===== src/core/tc_defs.vh =====
`ifndef TC_DEFS_VH
`define TC_DEFS_VH

// Special function register addresses
`define TC_ADDR_CTRL01      8'h88
`define TC_ADDR_MODE01      8'h89
`define TC_ADDR_T0_LOW      8'h8A
`define TC_ADDR_T1_LOW      8'h8B
`define TC_ADDR_T0_HIGH     8'h8C
`define TC_ADDR_T1_HIGH     8'h8D
`define TC_ADDR_T2_CTRL     8'hC8
`define TC_ADDR_T2_RLD_LOW  8'hCA
`define TC_ADDR_T2_RLD_HIGH 8'hCB
`define TC_ADDR_T2_LOW      8'hCC
`define TC_ADDR_T2_HIGH     8'hCD

// Reset values
`define TC_RST_BYTE         8'h00

// Timer 0/1 control register bits
`define TC_CTRL_TF1         7
`define TC_CTRL_TR1         6
`define TC_CTRL_TF0         5
`define TC_CTRL_TR0         4

// Timer 0/1 mode register: one nibble per timer {gate, ct, mode[1:0]}
`define TC_MODE_T1_LSB      4
`define TC_MODE_T0_LSB      0
`define TC_NIB_GATE         3
`define TC_NIB_CT           2

// Timer 0/1 operating modes
`define TC_M_13BIT          2'h0
`define TC_M_16BIT          2'h1
`define TC_M_AUTO8          2'h2
`define TC_M_SPLIT          2'h3

// Timer 2 control register bits
`define TC_T2_TF2           7
`define TC_T2_TIMER2_EXTERNAL_FLAG          6
`define TC_T2_RCLK          5
`define TC_T2_TRANSMIT_CLOCK_SELECT          4
`define TC_T2_TIMER2_TRIGGER_ENABLE         3
`define TC_T2_TR2           2
`define TC_T2_TIMER2_COUNTER_SELECT          1
`define TC_T2_TIMER2_CAPTURE_SELECT          0

// Prescaler and machine cycle
`define TC_PRESCALE_BITS    5
`define TC_MC_DIV           4'hC
`define TC_MC_DIV_LAST      4'hB

`endif


===== src/core/tc_sync_edge.v =====
`timescale 1ns/1ps
`default_nettype none

module tc_sync_edge #(
   parameter W = 6
) (
   input  wire         clk_in,
   input  wire         sys_rst_in,
   input  wire [W-1:0] pin_in,
   output reg  [W-1:0] level_out,
   output reg  [W-1:0] fall_out
);

   reg [W-1:0] stage1;
   reg [W-1:0] prev;

   // First stage feeds only the second; edges come from later stages
   always @(posedge clk_in) begin
      if (sys_rst_in) begin
         stage1    <= {W{1'b1}};
         level_out <= {W{1'b1}};
         prev      <= {W{1'b1}};
         fall_out  <= {W{1'b0}};
      end else begin
         stage1    <= pin_in;
         level_out <= stage1;
         prev      <= level_out;
         fall_out  <= prev & ~level_out;
      end
   end

endmodule

`default_nettype wire


===== src/core/tc_timers.v =====
// Overview of operation
// - 13-bit mode: 8-bit counter behind divide-by-32
// - 13-bit count: high byte plus low five bits
// - Wrap to zero sets that timer's overflow flag
// - Count needs run bit and gate low or pin
// - Setting run bit never clears the counts
// - 16-bit mode uses both full bytes
// - Autoreload: low byte reloads from high byte
// - Timer 1 split mode holds its count
// - Split timer 0 low byte uses timer 0 controls
// - Split high byte: machine cycles, timer 1 run bit only, no gate
// - Timer 1 still feeds baud ticks, no flag
// - Timer 2 overflow flag, not in baud mode
// - External flag set on every enabled trigger edge, baud mode too
// - Receive clock select picks timer 2 or 1
// - Transmit clock select picks timer 2 or 1
// - Trigger edges act only when enabled; in baud mode they only set the flag
// - Timer 2 runs only while run bit set
// - Timer 2 counts pin edges or core clock
// - Capture select chooses capture or autoreload
// - Baud mode forces autoreload, capture ignored
// - Vectoring clears timer 0/1 overflow flags
// - Timer 2 reload loads from reload pair
// - Capture copies count bytes into reload pair
`timescale 1ns/1ps
`default_nettype none
`include "tc_defs.vh"

module tc_timers (
   input  wire       clk_in,
   input  wire       sys_rst_in,
   input  wire [7:0] sfr_addr_in,
   input  wire       sfr_wr_in,
   input  wire [7:0] sfr_wdata_in,
   input  wire       sfr_rd_in,
   output reg  [7:0] sfr_rdata_out,
   input  wire       timer0_count_pin_in,
   input  wire       timer1_count_pin_in,
   input  wire       external_interrupt_pin_zero_in,
   input  wire       external_interrupt_pin_one_in,
   input  wire       timer2_count_input_pin_in,
   input  wire       timer2_trigger_pin_in,
   input  wire       timer0_vector_ack_in,
   input  wire       timer1_vector_ack_in,
   output reg        timer0_overflow_flag_out,
   output reg        timer1_overflow_flag_out,
   output reg        timer2_overflow_flag_out,
   output reg        timer2_external_flag_out,
   output reg        rx_baud_tick_out,
   output reg        tx_baud_tick_out
);

   reg  [7:0]  timer0_count_low, timer0_count_high, timer1_count_low, timer1_count_high;
   reg  [7:0]  timer01_mode_reg, timer2_count_low, timer2_count_high;
   reg  [7:0]  timer2_reload_low, timer2_reload_high;
   reg         timer0_run_bit, timer1_run_bit, transmit_clock_select, receive_clock_select;
   reg         timer2_trigger_enable, timer2_run_bit, timer2_counter_select;
   reg         timer2_capture_select, mc_tick;
   reg  [3:0]  mc_count;

   wire [5:0]  pin_level, pin_fall;
   wire [16:0] step0, step1;
   wire [3:0]  t0_nib, t1_nib;
   wire [1:0]  t0_mode, t1_mode;
   wire        t0_split, t0_tick, t1_tick, t0_adv, t1_adv, th0_adv, th0_ovf, t0_ovf, t1_ovf;
   wire        baud_mode, t2_tick, t2_adv, t2_ovf, t2_trig, t2_capture, t2_reload;
   wire [15:0] t2_inc;
   wire        wr_ctrl01, wr_mode01, wr_t0l, wr_t0h, wr_t1l, wr_t1h;
   wire        wr_t2ctl, wr_t2rl, wr_t2rh, wr_t2l, wr_t2h;

   reg  [7:0]  next_rdata, next_t0_high, next_t2_low, next_t2_high;
   reg  [7:0]  next_rld_low, next_rld_high;

   function wr_at;
      input [7:0] addr;
      begin
         wr_at = sfr_wr_in && (sfr_addr_in == addr);
      end
   endfunction

   // One count step for timers 0/1: returns {overflow, high, low}
   function [16:0] tc_step;
      input [1:0] mode;
      input [7:0] hi;
      input [7:0] lo;
      reg   [5:0] lo5;
      reg   [8:0] hi9;
      reg   [16:0] full;
      begin
         lo5  = {1'b0, lo[4:0]} + 6'h01;
         hi9  = {1'b0, hi} + {8'h00, lo5[5]};
         full = {1'b0, hi, lo} + 17'h00001;
         case (mode)
            `TC_M_13BIT: begin
               // Upper three low-byte bits are left alone, software ignores them
               tc_step = {hi9[8], hi9[7:0], lo[7:5], lo5[4:0]};
            end
            `TC_M_16BIT: tc_step = full;
            `TC_M_AUTO8: begin
               if (lo == 8'hFF) begin
                  tc_step = {1'b1, hi, hi};
               end else begin
                  tc_step = {1'b0, hi, lo + 8'h01};
               end
            end
            default: tc_step = {(lo == 8'hFF), hi, lo + 8'h01};
         endcase
      end
   endfunction

   tc_sync_edge #(
      .W (6)
   ) u_pins (
      .clk_in     (clk_in),
      .sys_rst_in (sys_rst_in),
      .pin_in     ({timer2_trigger_pin_in, timer2_count_input_pin_in,
                    external_interrupt_pin_one_in, external_interrupt_pin_zero_in,
                    timer1_count_pin_in, timer0_count_pin_in}),
      .level_out  (pin_level),
      .fall_out   (pin_fall)
   );

   assign wr_ctrl01 = wr_at(`TC_ADDR_CTRL01);
   assign wr_mode01 = wr_at(`TC_ADDR_MODE01);
   assign wr_t0l    = wr_at(`TC_ADDR_T0_LOW);
   assign wr_t0h    = wr_at(`TC_ADDR_T0_HIGH);
   assign wr_t1l    = wr_at(`TC_ADDR_T1_LOW);
   assign wr_t1h    = wr_at(`TC_ADDR_T1_HIGH);
   assign wr_t2ctl  = wr_at(`TC_ADDR_T2_CTRL);
   assign wr_t2rl   = wr_at(`TC_ADDR_T2_RLD_LOW);
   assign wr_t2rh   = wr_at(`TC_ADDR_T2_RLD_HIGH);
   assign wr_t2l    = wr_at(`TC_ADDR_T2_LOW);
   assign wr_t2h    = wr_at(`TC_ADDR_T2_HIGH);

   // Machine cycle divider
   always @(posedge clk_in) begin
      if (sys_rst_in) begin
         mc_count <= 4'h0;
         mc_tick  <= 1'b0;
      end else begin
         mc_tick  <= (mc_count == `TC_MC_DIV_LAST);
         mc_count <= (mc_count == `TC_MC_DIV_LAST) ? 4'h0 : mc_count + 4'h1;
      end
   end

   assign t0_nib   = timer01_mode_reg[`TC_MODE_T0_LSB +: 4];
   assign t1_nib   = timer01_mode_reg[`TC_MODE_T1_LSB +: 4];
   assign t0_mode  = t0_nib[1:0];
   assign t1_mode  = t1_nib[1:0];
   assign t0_split = (t0_mode == `TC_M_SPLIT);

   assign t0_tick = t0_nib[`TC_NIB_CT] ? pin_fall[0] : mc_tick;
   assign t1_tick = t1_nib[`TC_NIB_CT] ? pin_fall[1] : mc_tick;

   // Split low byte keeps all of timer 0's own controls
   assign t0_adv = t0_tick && timer0_run_bit &&
                   (!t0_nib[`TC_NIB_GATE] || pin_level[2]);
   // Timer 1 split mode acts as a cleared run bit
   assign t1_adv = t1_tick && timer1_run_bit && (t1_mode != `TC_M_SPLIT) &&
                   (!t1_nib[`TC_NIB_GATE] || pin_level[3]);
   // Borrowed high byte: machine cycles, timer 1 run bit, no gate
   assign th0_adv = t0_split && mc_tick && timer1_run_bit;
   assign th0_ovf = th0_adv && (timer0_count_high == 8'hFF);

   assign step0  = tc_step(t0_mode, timer0_count_high, timer0_count_low);
   assign step1  = tc_step(t1_mode, timer1_count_high, timer1_count_low);
   assign t0_ovf = t0_adv && step0[16];
   assign t1_ovf = t1_adv && step1[16];

   always @* begin
      next_t0_high = timer0_count_high;
      if (wr_t0h) begin
         next_t0_high = sfr_wdata_in;
      end else if (t0_split) begin
         if (th0_adv) begin
            next_t0_high = timer0_count_high + 8'h01;
         end
      end else if (t0_adv) begin
         next_t0_high = step0[15:8];
      end
   end

   // Software writes win over a count step in the same cycle
   always @(posedge clk_in) begin
      if (sys_rst_in) begin
         timer0_count_low  <= `TC_RST_BYTE;
         timer0_count_high <= `TC_RST_BYTE;
         timer1_count_low  <= `TC_RST_BYTE;
         timer1_count_high <= `TC_RST_BYTE;
         timer01_mode_reg  <= `TC_RST_BYTE;
         timer0_run_bit    <= 1'b0;
         timer1_run_bit    <= 1'b0;
      end else begin
         timer0_count_high <= next_t0_high;
         if (wr_t0l) begin
            timer0_count_low <= sfr_wdata_in;
         end else if (t0_adv) begin
            timer0_count_low <= step0[7:0];
         end
         if (wr_t1l) begin
            timer1_count_low <= sfr_wdata_in;
         end else if (t1_adv) begin
            timer1_count_low <= step1[7:0];
         end
         if (wr_t1h) begin
            timer1_count_high <= sfr_wdata_in;
         end else if (t1_adv) begin
            timer1_count_high <= step1[15:8];
         end
         if (wr_mode01) begin
            timer01_mode_reg <= sfr_wdata_in;
         end
         // Run bits only gate counting, counts stay as they are
         if (wr_ctrl01) begin
            timer0_run_bit <= sfr_wdata_in[`TC_CTRL_TR0];
            timer1_run_bit <= sfr_wdata_in[`TC_CTRL_TR1];
         end
      end
   end

   // Overflow flags: a set in the clearing cycle still lands
   always @(posedge clk_in) begin
      if (sys_rst_in) begin
         timer0_overflow_flag_out <= 1'b0;
         timer1_overflow_flag_out <= 1'b0;
      end else begin
         if (t0_ovf) begin
            timer0_overflow_flag_out <= 1'b1;
         end else if (wr_ctrl01) begin
            timer0_overflow_flag_out <= sfr_wdata_in[`TC_CTRL_TF0];
         end else if (timer0_vector_ack_in) begin
            timer0_overflow_flag_out <= 1'b0;
         end
         // While timer 0 is split, the flag belongs to its high byte
         if (t0_split ? th0_ovf : t1_ovf) begin
            timer1_overflow_flag_out <= 1'b1;
         end else if (wr_ctrl01) begin
            timer1_overflow_flag_out <= sfr_wdata_in[`TC_CTRL_TF1];
         end else if (timer1_vector_ack_in) begin
            timer1_overflow_flag_out <= 1'b0;
         end
      end
   end

   assign baud_mode = receive_clock_select || transmit_clock_select;
   assign t2_tick   = timer2_counter_select ? pin_fall[4] : 1'b1;
   assign t2_adv    = timer2_run_bit && t2_tick;
   assign t2_inc    = {timer2_count_high, timer2_count_low} + 16'h0001;
   assign t2_ovf    = t2_adv && ({timer2_count_high, timer2_count_low} == 16'hFFFF);
   assign t2_trig   = pin_fall[5] && timer2_trigger_enable;
   // Baud mode takes trigger edges away from capture and reload
   assign t2_capture = t2_trig && !baud_mode && timer2_capture_select;
   assign t2_reload  = (t2_ovf && (baud_mode || !timer2_capture_select)) ||
                       (t2_trig && !baud_mode && !timer2_capture_select);

   always @* begin
      next_t2_low   = timer2_count_low;
      next_t2_high  = timer2_count_high;
      next_rld_low  = timer2_reload_low;
      next_rld_high = timer2_reload_high;
      if (t2_reload) begin
         next_t2_low  = timer2_reload_low;
         next_t2_high = timer2_reload_high;
      end else if (t2_adv) begin
         next_t2_low  = t2_inc[7:0];
         next_t2_high = t2_inc[15:8];
      end
      if (t2_capture) begin
         next_rld_low  = timer2_count_low;
         next_rld_high = timer2_count_high;
      end
      if (wr_t2l) next_t2_low = sfr_wdata_in;
      if (wr_t2h) next_t2_high = sfr_wdata_in;
      if (wr_t2rl) next_rld_low = sfr_wdata_in;
      if (wr_t2rh) next_rld_high = sfr_wdata_in;
   end

   always @(posedge clk_in) begin
      if (sys_rst_in) begin
         timer2_count_low         <= `TC_RST_BYTE;
         timer2_count_high        <= `TC_RST_BYTE;
         timer2_reload_low        <= `TC_RST_BYTE;
         timer2_reload_high       <= `TC_RST_BYTE;
         receive_clock_select     <= 1'b0;
         transmit_clock_select    <= 1'b0;
         timer2_trigger_enable    <= 1'b0;
         timer2_run_bit           <= 1'b0;
         timer2_counter_select    <= 1'b0;
         timer2_capture_select    <= 1'b0;
         timer2_overflow_flag_out <= 1'b0;
         timer2_external_flag_out <= 1'b0;
      end else begin
         timer2_count_low   <= next_t2_low;
         timer2_count_high  <= next_t2_high;
         timer2_reload_low  <= next_rld_low;
         timer2_reload_high <= next_rld_high;
         if (wr_t2ctl) begin
            receive_clock_select  <= sfr_wdata_in[`TC_T2_RCLK];
            transmit_clock_select <= sfr_wdata_in[`TC_T2_TRANSMIT_CLOCK_SELECT];
            timer2_trigger_enable <= sfr_wdata_in[`TC_T2_TIMER2_TRIGGER_ENABLE];
            timer2_run_bit        <= sfr_wdata_in[`TC_T2_TR2];
            timer2_counter_select <= sfr_wdata_in[`TC_T2_TIMER2_COUNTER_SELECT];
            timer2_capture_select <= sfr_wdata_in[`TC_T2_TIMER2_CAPTURE_SELECT];
         end
         // Only software clears these; hardware set wins a tie
         if (t2_ovf && !baud_mode) begin
            timer2_overflow_flag_out <= 1'b1;
         end else if (wr_t2ctl) begin
            timer2_overflow_flag_out <= sfr_wdata_in[`TC_T2_TF2];
         end
         // Edge still flags in baud mode so it can serve as an extra interrupt
         if (t2_trig) begin
            timer2_external_flag_out <= 1'b1;
         end else if (wr_t2ctl) begin
            timer2_external_flag_out <= sfr_wdata_in[`TC_T2_TIMER2_EXTERNAL_FLAG];
         end
      end
   end

   // Timer 1 ticks keep flowing to the serial port even while timer 0 is split
   always @(posedge clk_in) begin
      if (sys_rst_in) begin
         rx_baud_tick_out <= 1'b0;
         tx_baud_tick_out <= 1'b0;
      end else begin
         rx_baud_tick_out <= receive_clock_select ? t2_ovf : t1_ovf;
         tx_baud_tick_out <= transmit_clock_select ? t2_ovf : t1_ovf;
      end
   end

   always @* begin
      case (sfr_addr_in)
         `TC_ADDR_CTRL01: begin
            next_rdata = {timer1_overflow_flag_out, timer1_run_bit,
                          timer0_overflow_flag_out, timer0_run_bit, 4'h0};
         end
         `TC_ADDR_MODE01:      next_rdata = timer01_mode_reg;
         `TC_ADDR_T0_LOW:      next_rdata = timer0_count_low;
         `TC_ADDR_T0_HIGH:     next_rdata = timer0_count_high;
         `TC_ADDR_T1_LOW:      next_rdata = timer1_count_low;
         `TC_ADDR_T1_HIGH:     next_rdata = timer1_count_high;
         `TC_ADDR_T2_CTRL: begin
            next_rdata = {timer2_overflow_flag_out, timer2_external_flag_out,
                          receive_clock_select, transmit_clock_select,
                          timer2_trigger_enable, timer2_run_bit,
                          timer2_counter_select, timer2_capture_select};
         end
         `TC_ADDR_T2_RLD_LOW:  next_rdata = timer2_reload_low;
         `TC_ADDR_T2_RLD_HIGH: next_rdata = timer2_reload_high;
         `TC_ADDR_T2_LOW:      next_rdata = timer2_count_low;
         `TC_ADDR_T2_HIGH:     next_rdata = timer2_count_high;
         default:              next_rdata = 8'h00;
      endcase
   end

   // Read data held until the next read
   always @(posedge clk_in) begin
      if (sys_rst_in) begin
         sfr_rdata_out <= 8'h00;
      end else if (sfr_rd_in) begin
         sfr_rdata_out <= next_rdata;
      end
   end

endmodule

`default_nettype wire


===== config.mk =====
export PLATFORM = sky130hd
export DESIGN_NAME = tc_timers
export DESIGN_NICKNAME = d
export VERILOG_FILES = /design/src/core/tc_sync_edge.v /design/src/core/tc_timers.v
export VERILOG_INCLUDE_DIRS = /design/src /design/src/core
export SDC_FILE = /design/constraint.sdc
export NUM_CORES = 1
export LEC_CHECK = 0
export BUFFER_PORTS_ARGS = -buffer_cell sky130_fd_sc_hd__buf_4
export CORE_MARGIN = 4
export CORE_UTILIZATION = 55
export DETAILED_ROUTE_END_ITERATION = 10
export PLACE_DENSITY = 0.78
export SYNTH_ARGS = -nofsm -noshare
export SYNTH_HDL_FRONTEND = slang
export SYNTH_HIERARCHICAL = 1
export SYNTH_SLANG_ARGS = --single-unit

===== constraint.sdc =====
create_clock -name clk_in -period 2.66 [get_ports clk_in]
set_input_delay 0.532 -clock clk_in [delete_from_list [all_inputs] [get_ports clk_in]]
set_output_delay 0.532 -clock clk_in [all_outputs]
set_load 0.1 [all_outputs]

Yosys cells after proc, flatten, opt, wreduce, memory -nomap -nowiden
Index checks and enable logic that the tools add are counted.
- flip-flop bits (word level): 123
- input port bits: 28
- output and inout port bits: 14
- muxes and demuxes: 41
- reductions and logical operators: 59
- add/sub/neg operators: 11
- bitwise gates (word level): 2
- equality and inequality tests: 27
- operators by type and width (operator ; number):
    2-to-1 mux 8 bit ; 20
    == test 8 bit, second input constant ; 14
    one-hot mux 17 bit (3 select lines) ; 2
    one-hot mux 8 bit (11 select lines) ; 1
    adder 16 x 1 -> 17 bit, second input constant ; 2
    2-to-1 mux 17 bit ; 2
    logical AND 1 bit ; 29
    adder 8 x 1 -> 8 bit, second input constant ; 3
    adder 8 x 1 -> 9 bit ; 2
    nonzero test 3 bit ; 6
    adder 16 x 1 -> 16 bit, second input constant ; 1
    == test 16 bit, second input constant ; 1
    2-to-1 mux 1 bit ; 16
    nonzero test 2 bit ; 7
    adder 5 x 1 -> 6 bit, second input constant ; 2
    != test 2 bit, second input constant ; 4
    AND 6 bit ; 1
    == test 2 bit, second input constant ; 3
    NOT 6 bit ; 1
    logical OR 1 bit ; 5
    adder 4 x 1 -> 4 bit, second input constant ; 1
    == test 2 x 1 -> 1 bit, second input constant ; 2
    == test 4 bit, second input constant ; 1
    zero test 1 bit ; 4
    other kinds (8) ; 10

Logic depth before layout (Yosys ltp)
Gate-level depths: netlist of the first run.
- word-level depth: 7
- gate-level depth with buffers: 10
- gate-level depth less buffers: 9

Cells and area by module
Netlist of the first run, hierarchy kept.
- by module, submodules not included (module ; cells an instance ; area an instance (µm²) ; times used):
    tc_timers ; 925 ; 7038.0 ; 1
    tc_sync_edge ; 50 ; 690.7 ; 1

Worst setup path after synthesis of the first run
OpenSTA, ideal clock, no wires.
- path type: input -> register
- start: input sfr_addr_in[1]
- end: register timer2_external_flag_out
- path buffers: 1
- data required time: 2528 ps
- data arrival time: 2000 ps
- stages on the path: 5
- slack: 528 ps
- cells stage by stage: clkbuf_1 > nor4b_1 > nand3_1 > mux2i_1 > a21oi_1
- word-level cells in the longest chain between the ends: 3
- RTL lines (element ; RTL line ; text):
    from (decl) ; tc_timers.v:32 ; input wire [7:0] sfr_addr_in,
    == test 8 bit ; tc_timers.v:77 ; wr_at = sfr_wr_in && (sfr_addr_in == addr);
    logical AND 1 bit ; tc_timers.v:77 ;
    nonzero test 2 bit (no line) ; - ;
    to (signal assigned) ; tc_timers.v:315 ; timer2_external_flag_out <= sfr_wdata_in[`TC_T2_TIMER2_EXTERNAL_FLAG];
    to (decl) ; tc_timers.v:48 ; output reg timer2_external_flag_out,
Every way passes these cells.
A chain may end at the register's enable or synchronous reset.

Worst setup path in the final report of the first run
- start: register timer1_count_low[1]
- end: register timer1_count_low[0]
- word-level cells in the longest chain between the ends: 5
- RTL lines (element ; RTL line ; text):
    from (decl) ; tc_timers.v:53 ; reg [7:0] timer0_count_low, timer0_count_high, timer1_count_low, timer1_count_high;
    from (signal assigned) ; tc_timers.v:188 ; timer1_count_low <= `TC_RST_BYTE;
    from (signal assigned) ; tc_timers.v:201 ; timer1_count_low <= sfr_wdata_in;
    from (signal assigned) ; tc_timers.v:203 ; timer1_count_low <= step1[7:0];
    == test 8 bit ; tc_timers.v:100 ; if (lo == 8'hFF) begin
    2-to-1 mux 17 bit ; tc_timers.v:100 ;
    one-hot mux 17 bit (3 select lines) ; tc_timers.v:93 ; case (mode)
    2-to-1 mux 8 bit ; tc_timers.v:202 ; end else if (t1_adv) begin
    2-to-1 mux 8 bit ; tc_timers.v:200 ; if (wr_t1l) begin
Every way passes these cells. The select of a mux whose other input is x is not followed.

==> results of run 1 <==
==> area by class of cell <==
cell class / instances / share of cell area
Multi-Input combinational cell: 740 / 0.548
Timing Repair Buffer: 88 / 0.0763
Sequential cell: 119 / 0.275
Tap cell: 176 / 0.0254
Clock buffer: 19 / 0.0523
Inverter: 17 / 0.00737
Clock inverter: 13 / 0.0153
==> worst max path at each step <==
| stage | start | endpoint | slack, ns | cells past startpoint |
|---|---|---|---|---|
| 2_1_floorplan | sfr_addr_in[1] | timer2_external_flag_out$_SDFFE_PP0P_ | 0.53 | 5 |
| 3_3_place_gp | timer1_count_low[2]$_SDFFE_PP0P_ | tx_baud_tick_out$_SDFF_PP0_ | 0.43 | 9 |
| 3_5_place_dp | timer1_count_low[2]$_SDFFE_PP0P_ | tx_baud_tick_out$_SDFF_PP0_ | 0.39 | 9 |
| 4_1_cts | timer1_count_low[1]$_SDFFE_PP0P_ | timer1_count_low[0]$_SDFFE_PP0P_ | 0.38 | 7 |
| 5_1_grt | timer1_count_low[2]$_SDFFE_PP0P_ | rx_baud_tick_out$_SDFF_PP0_ | 0.15 | 9 |
| 6_report | timer1_count_low[1]$_SDFFE_PP0P_ | timer1_count_low[0]$_SDFFE_PP0P_ | 0.34 | 7 |
==> per-layer routing <==
layer  part of all wire  vias up  routed length (um)
li1                   -     3654                   -
met4              0.066        0                1720
met5                  0        -                   0
met2               0.44      562               11500
met3               0.12      133                3060
met1               0.38     3734                9770
==> metrics by stage <==
step	hold slack, ns	setup slack (ns)	total power [mW]
4_1_cts	0.264	0.381	4.33
6_report	0.275	0.343	4.33
3_3_place_gp	0.386	0.431	2.07
5_1_grt	0.269	0.151	4.44
3_5_place_dp	0.389	0.393	2.08
2_1_floorplan	0.383	0.528	1.99
==> worst max-delay path: cells and delay by family, from the launching register on <==
kind,cells,cell delay (ns)
adders and majority gates,1,0.28
DFF,1,0.45
buffers and inverters,1,0.21
muxes,2,0.30
and+or+nand+nor,2,0.74
AOI/OAI and AO/OA,1,0.26
==> power groups by stage <==
stage               Clock (mW)  Sequential [mW]  Combinational, mW
finish                    2.29             1.82              0.231
global placement             0             1.85              0.220
CTS                       2.29             1.82              0.223
floorplan                    0             1.85              0.138
global route              2.38             1.82              0.243
detailed placement           0             1.85              0.221
==> flow_results.org, run 1 <==
** Run status
- Status :: finished, final reports clean

** Layout
- Once layout is complete, the utilization of the core stands at 0.646.
- The library cell used most frequently in the layout, excluding fill and tap cells, is dfxtp_1.
- Filler-free cell count of the finished design :: 1172
- The library cells used most frequently in the layout, excluding fill and tap cells, are dfxtp_1 (119), nand2_1 (94), buf_4 (88).
- Area taken by flip-flops and latches :: 2380 um^2
- Layout-stage area growth over the synthesis result :: 13.8%
- Fraction of final layout cells with drive strength greater than 1 :: 0.156
- Number of fill cells :: 1169
- Area occupied by multi-input gates :: 4750 um^2
- The number of antenna diodes in the final layout is 0.
- At the end of the flow, the number of nets in the layout was 1020.
- The finished cells cover 8660 um^2.

** Floorplan
- The die is 126 um wide.
- Die Outline Area :: 15800 um^2
- Height of the die :: 126 um
- Row Count :: 42
- Placeable core area :: 13400 um^2
- Starting Density :: 0.568
- 42 I/O pins were placed.

** Synthesis
- Number of standard cells after synthesis :: 967
- The number of nets in the synthesized netlist is 1004.
- After synthesis the cells add up to 7610 um^2.
- Each instance of the synthesized netlist takes up on average 7.87 um^2.
- Total of warnings raised by yosys :: 6

** Clock network
- TritonCTS created 17 clock buffers.
- Clock-pin slew was measured on the worst setup and hold paths at 0.06 ns.
- The clock reaches the later pin of the worst-skew pair after 0.43 ns.
- TritonCTS clock tree :: yes
- CTS built an H-tree with a depth of 4.
- CTS Buffer Depth :: 2
- Total setup buffers inserted after CTS :: 0
- Number of sinks on the clock net :: 119
- The number of hold buffers added after CTS was 0.
- Clock tree synthesis selected as its root buffer the cell clkbuf_16.
- Number of gates given a new drive strength after cts :: 0

** STA
- At the pin with the least slew margin, the transition time is 0.978 ns.
- Final setup skew :: 0.00966 ns
- Final Max Tran Viols :: 0
- Clock period minus final worst setup slack :: 2.32 ns
- Fin Setup TNS :: 0 ns
- Setup repair after global routing left no endpoint under its margin.
- Dividing the final minimum period by the clock period gives 0.871.
- The hold violation count in the final report is 0.
- The worst pin sits at a relative slew slack of 0.348.
- Static timing analysis puts the maximum clock frequency at 432 MHz.
- Setup violations remaining at the end of the flow were counted as 0.

** Critical path
- Crit Path Category :: reg -> reg
- Arr. time, crit path :: 2.66 ns
- STA classifies the critical path endpoint as a flip-flop.
- Worst path required time :: 3.00 ns
- STA classifies the critical path startpoint as a flip-flop.
- In this run the critical register-to-register path is captured at timer1_count_low[0]$_SDFFE_PP0P_.
- The worst register-to-register path begins at timer1_count_low[1]$_SDFFE_PP0P_.
- Cell repeated most along the worst path :: mux2i_1
- For the worst flop-to-flop path, the logic depth is 7.
- The worst register-to-register path has a setup slack of 0.34 ns.
- The largest individual stage delay along the critical path comes from the cell dfxtp_1.
- Maximum cell stage delay along the critical path :: 0.45 ns
- Chain of cells forming the critical path :: ha_1, nand4_1, nor4_4, buf_4, mux2i_1, mux2i_1, a211oi_1
- Of all nets on the critical path, the largest fanout is 6.

** Drt
- For this run, design rule violations remaining after detail routing come to 0.
- Total routed wirelength :: 26000 um
- After the first detailed-routing iteration, the DRC count stood at 1322.
- Count of antenna-violating nets left after detailed routing :: 0
- Dividing the detail-routed via count by the number of cells gives 6.90.
- First-pass iteration count of the detailed router :: 10
- Routed wirelength normalized by instance count :: 22.2 um
- The routed layout has 8083 vias.

** Place
- Area of placed instances :: 8070 um^2
- Number of placed instances with taps included :: 1140
- Placer Congestion :: 1.03
- Summed over all nets, the half-perimeter wirelength after detailed placement is 18000 um.
- Input/output buffers :: 41

** Worst hold path
- Path category of the worst min-delay check :: in -> reg
- Cell count of the worst hold path :: 2
- For hold timing, the worst endpoint is u_pins/stage1[3]$_SDFF_PP1_.
- Hold wc startpoint :: external_interrupt_pin_one_in

** Power
- VDD sags by at most 438 uV.
- Summed over all nets, the switching power comes to 1.10 mW.
- Of the total power, combinational logic draws 0.053.
- Sequential cell fraction of total power :: 0.419
- Net switching share of the total power :: 0.254
- Power share of the clock group :: 0.528
- Leak pwr :: 3.04 nW
- Pwr Density :: 501 nW/um^2
- Internal power comes to 3.23 mW.

** GRT
- The via count of the first global-routing pass came to 7409.
- M2 GR Usage :: 0.502
- Grt met3 use :: 0.0986
- Number of antenna violations at the first check in global routing :: 1
- Most crowded layer after global routing :: met2
- Maximum number of pins on one net before global-route repair :: 51
- Grt met1 use :: 0.404
- For this run, the total global-route usage over all layers was measured as 0.324.
- Remaining Overflow, GRT :: 0
- The first global-routing pass estimated 40900 um of wire.

** Run
- Max-cap violations in this run came to 0.
(Power assumes the default switching activity.)
==> inputs of run 2 (changes only) <==
PLACE_DENSITY = 0.73   (was 0.78)
==> run 2 against run 1 <==
Compared with the run above: die area is the same; largest power group unchanged; critical endpoint is now timer2_count_high[6]$_SDFFE_PP0P_; power grew 1.6%; combinational power grew 3%; wire length grew 4.2%; core utilization grew 0.19 points; clock power grew 3%; clock skew shrank 0.00087 ns; critical path depth is the same.
==> flow_results.org, run 2 (synthesis gave the netlist of run 1 again) <==
** Floorplan
- The I/O pin total was 42 (unchanged).
- The height of the die is 126 um (unchanged).
- Row Count :: 42 (unchanged)
- Horiz. Die Dim :: 126 um (unchanged)
- The starting density of the core was 0.568 (unchanged).
- Die Outline Area :: 15800 um^2 (unchanged)
- Placeable core area :: 13400 um^2 (unchanged)

** Clock network
- Number of H-tree levels :: 4 (unchanged)
- Number of gates given a new drive strength after cts :: 0 (unchanged)
- CTS Buffer Depth :: 2 (unchanged)
- The insertion delay of the later-clocked pin in the worst-skew pair came to 0.43 ns (about the same).
- TritonCTS clock tree :: yes
- The post-CTS setup buffer count was 0 (unchanged).
- Number of sinks on the clock net :: 119 (unchanged)
- The quantity of hold-fixing buffers added after cts was 0 (unchanged).
- The number of buffers inserted during clock tree synthesis came to 17 (unchanged).
- The tree is rooted in a clkbuf_16.
- Clock-pin transition on the worst setup and hold timing paths :: 0.06 ns (about the same)

** STA
- Final Max Tran Viols :: 0 (unchanged)
- FMAX :: 409 MHz (-5.2%)
- Slew margin rel. :: 0.252 (-0.0958)
- The aggregate negative setup slack came to 0 ns (unchanged).
- Final setup skew :: 0.00879 ns (-0.000875 ns)
- Setup repair after global routing left no endpoint under its margin.
- The setup violation total in the final timing report is 0 (unchanged).
- The minimum clock period after layout is 2.44 ns (+0.127 ns).
- The actual slew at the worst max-slew pin came to 1.12 ns (+0.144 ns).
- Final cycle utilization of the critical path :: 0.919 (+0.0476)
- The hold violation count in the final report is 0 (unchanged).

** Critical path
- Capturing element of the worst setup path :: timer2_count_high[6]$_SDFFE_PP0P_
- The peak per-stage delay on the critical path came to 0.55 ns (+0.10 ns).
- The peak fanout along the critical path was 12 (+6).
- Slowest CP cell :: or4_4
- STA classifies the critical path endpoint as a flip-flop.
- Startpoint types :: flip-flop
- Cell depth of the worst setup path :: 7 (unchanged)
- In this design, the largest share of critical-path delay is due to simple AND/OR/NAND/NOR gates.
- Beginning of the critical path :: timer2_count_low[0]$_SDFFE_PP0P_
- Chain of cells forming the critical path :: ha_1, nand4_1, or4_4, o31ai_4, buf_4, nand2_1, a211oi_1
- The worst-case register-to-register setup slack was 0.22 ns (-0.13 ns).
- R2R Path Start :: timer2_count_low[0]$_SDFFE_PP0P_
- The buffering stage count on the worst path with inverters included was 1 (unchanged).
- By startpoint and endpoint, the worst setup path is classified as reg -> reg.
- The required arrival time at the worst endpoint came to 3.00 ns (about the same).
- The worst register-to-register path ends at timer2_count_high[6]$_SDFFE_PP0P_.
- FF-to-FF path depth :: 7 (unchanged)
- Arr. time, crit path :: 2.78 ns (+0.12 ns)

** Place
- The routability-driven placement congestion ratio came to 1.01 (-2.7%).
- The count of buffers from port buffering came to 41 (unchanged).
- The number of cells after detailed placement was 1142 (+0.18%).
- HPWL after detailed placement :: 18700 um (+4.4%)

** Run
- Max Cap Violations :: 0 (unchanged)

** Layout
- The net count of the finished layout is 1022 (+0.20%).
- The library cell used most frequently in the layout, excluding fill and tap cells, is dfxtp_1.
- Layout Utilization :: 0.648 (+0.00187)
- The antenna diode count is 0 (unchanged).
- Layout-stage area growth over the synthesis result :: 14.1%
- The proportion of layout cells with a drive suffix above 1 was 0.156 (+0.000690).
- The number of fill cells was 1178 (+0.77%).
- Most used cells in the layout excluding fill and tap cells :: dfxtp_1 (119), nand2_1 (94), buf_4 (90)
- Filler-free cell count of the finished design :: 1174 (+0.17%)

** GRT
- Number of antenna violations at the first check in global routing :: 0 (-1)
- The total routing resource utilization after global routing came to 0.331 (+0.00669).
- The total congestion overflow came to 0 (unchanged).
- Maximum number of pins on one net before global-route repair :: 40 (-22%)
- Number of global-route vias before repair :: 7351 (-0.78%)
- First-pass GRT wire length :: 41600 um (+1.7%)

** Run status
- The flow ran to the end, and the final reports show no timing, DRC or antenna violations.

** Power
- The cell leakage power came to 3.06 nW (+0.47%).
- Peak supply drop :: 536 uV (+22%)
- The internal portion of total power was 3.29 mW (+1.6%).
- The proportion of total power due to net switching was 0.253 (-0.000571).
- Pwr Density :: 507 nW/um^2 (+1.3%)
- The switching power is 1.11 mW (+1.3%).
- The portion of total power attributed to the clock network was 0.533 (+0.005).
- Sequential cell fraction of total power :: 0.413 (-0.006)
- Combinational share of power :: 0.054 (about the same)

** Drt
- The number of vias in the routed layout came to 8191 (+1.3%).
- The detail-routed net length per standard cell came to 23.1 um (+4.0%).
- The count of TritonRoute iterations in the first routing pass came to 6 (-4).
- The number of DRC markers in iteration 0 came to 1436 (+8.6%).
- The final routed wirelength across all metal layers came to 27100 um (+4.2%).
- The residual antenna-violating net count after detailed routing came to 0 (unchanged).
- Vias per cell :: 6.98 (+1.2%)
- The number of remaining DRC errors came to 0 (unchanged).

** Worst hold path
- Cell count of the worst hold path :: 2 (unchanged)
- The tightest min-delay check is of the in -> reg type.
-- run 2: changes by cell type in the layout (fill, tap and decap cells not counted), sizes merged --
cell and delta:
clkinvlp -2, clkbuf -1, clkinv +3, inv -1, bufinv +1, buf +2
-- run 2: worst min path at each step --
| stage | from | to | slack [ns] |
|---|---|---|---|
| finish | timer1_count_pin_in | u_pins/stage1[1]$_SDFF_PP1_ | 0.28 |
| floorplan | u_pins/stage1[0]$_SDFF_PP1_ | u_pins/level_out[0]$_SDFF_PP1_ | 0.38 |
| global route | external_interrupt_pin_one_in | u_pins/stage1[3]$_SDFF_PP1_ | 0.28 |
| detailed placement | u_pins/stage1[1]$_SDFF_PP1_ | u_pins/level_out[1]$_SDFF_PP1_ | 0.39 |
| global placement | u_pins/stage1[0]$_SDFF_PP1_ | u_pins/level_out[0]$_SDFF_PP1_ | 0.38 |
| CTS | timer1_count_pin_in | u_pins/stage1[1]$_SDFF_PP1_ | 0.28 |
-- run 2: area by class of cell --
type | count | area, um^2 | share of cell area
Sequential cell | 119 | 2380 | 0.274
Inverter | 17 | 63.8 | 0.00735
Tap cell | 176 | 220 | 0.0254
Clock inverter | 14 | 166 | 0.0192
Clock buffer | 18 | 429 | 0.0494
Timing Repair Buffer | 90 | 676 | 0.0778
Multi-Input combinational cell | 740 | 4750 | 0.547
-- run 2: routing by layer --
metal	global-route usage	vias up	routed length (um)
met5	0	-	0
met2	0.518	582	12200
met1	0.439	3826	10500
met3	0.0728	122	3070
met4	0.149	0	1310
li1	-	3661	-
-- run 2: metrics by stage --
step | total power, mW | hold WS, ns | worst slack, ns | instance area (um^2)
floorplan | 1.99 | 0.383 | 0.528 | 7610
global placement | 2.08 | 0.385 | 0.275 | 8090
detailed placement | 2.09 | 0.388 | 0.320 | 8090
CTS | 4.41 | 0.278 | 0.303 | 8680
global route | 4.51 | 0.283 | 0.0694 | 8680
finish | 4.40 | 0.281 | 0.216 | 8680
-- run 2: power by group through the flow --
| stage | combinational, mW | sequential [mW] | clock (mW) |
|---|---|---|---|
| final | 0.238 | 1.82 | 2.35 |
| after global routing | 0.251 | 1.82 | 2.44 |
| after CTS | 0.231 | 1.82 | 2.36 |
| after detailed placement | 0.230 | 1.86 | 0 |
| after global placement | 0.228 | 1.85 | 0 |
| after floorplan | 0.138 | 1.85 | 0 |
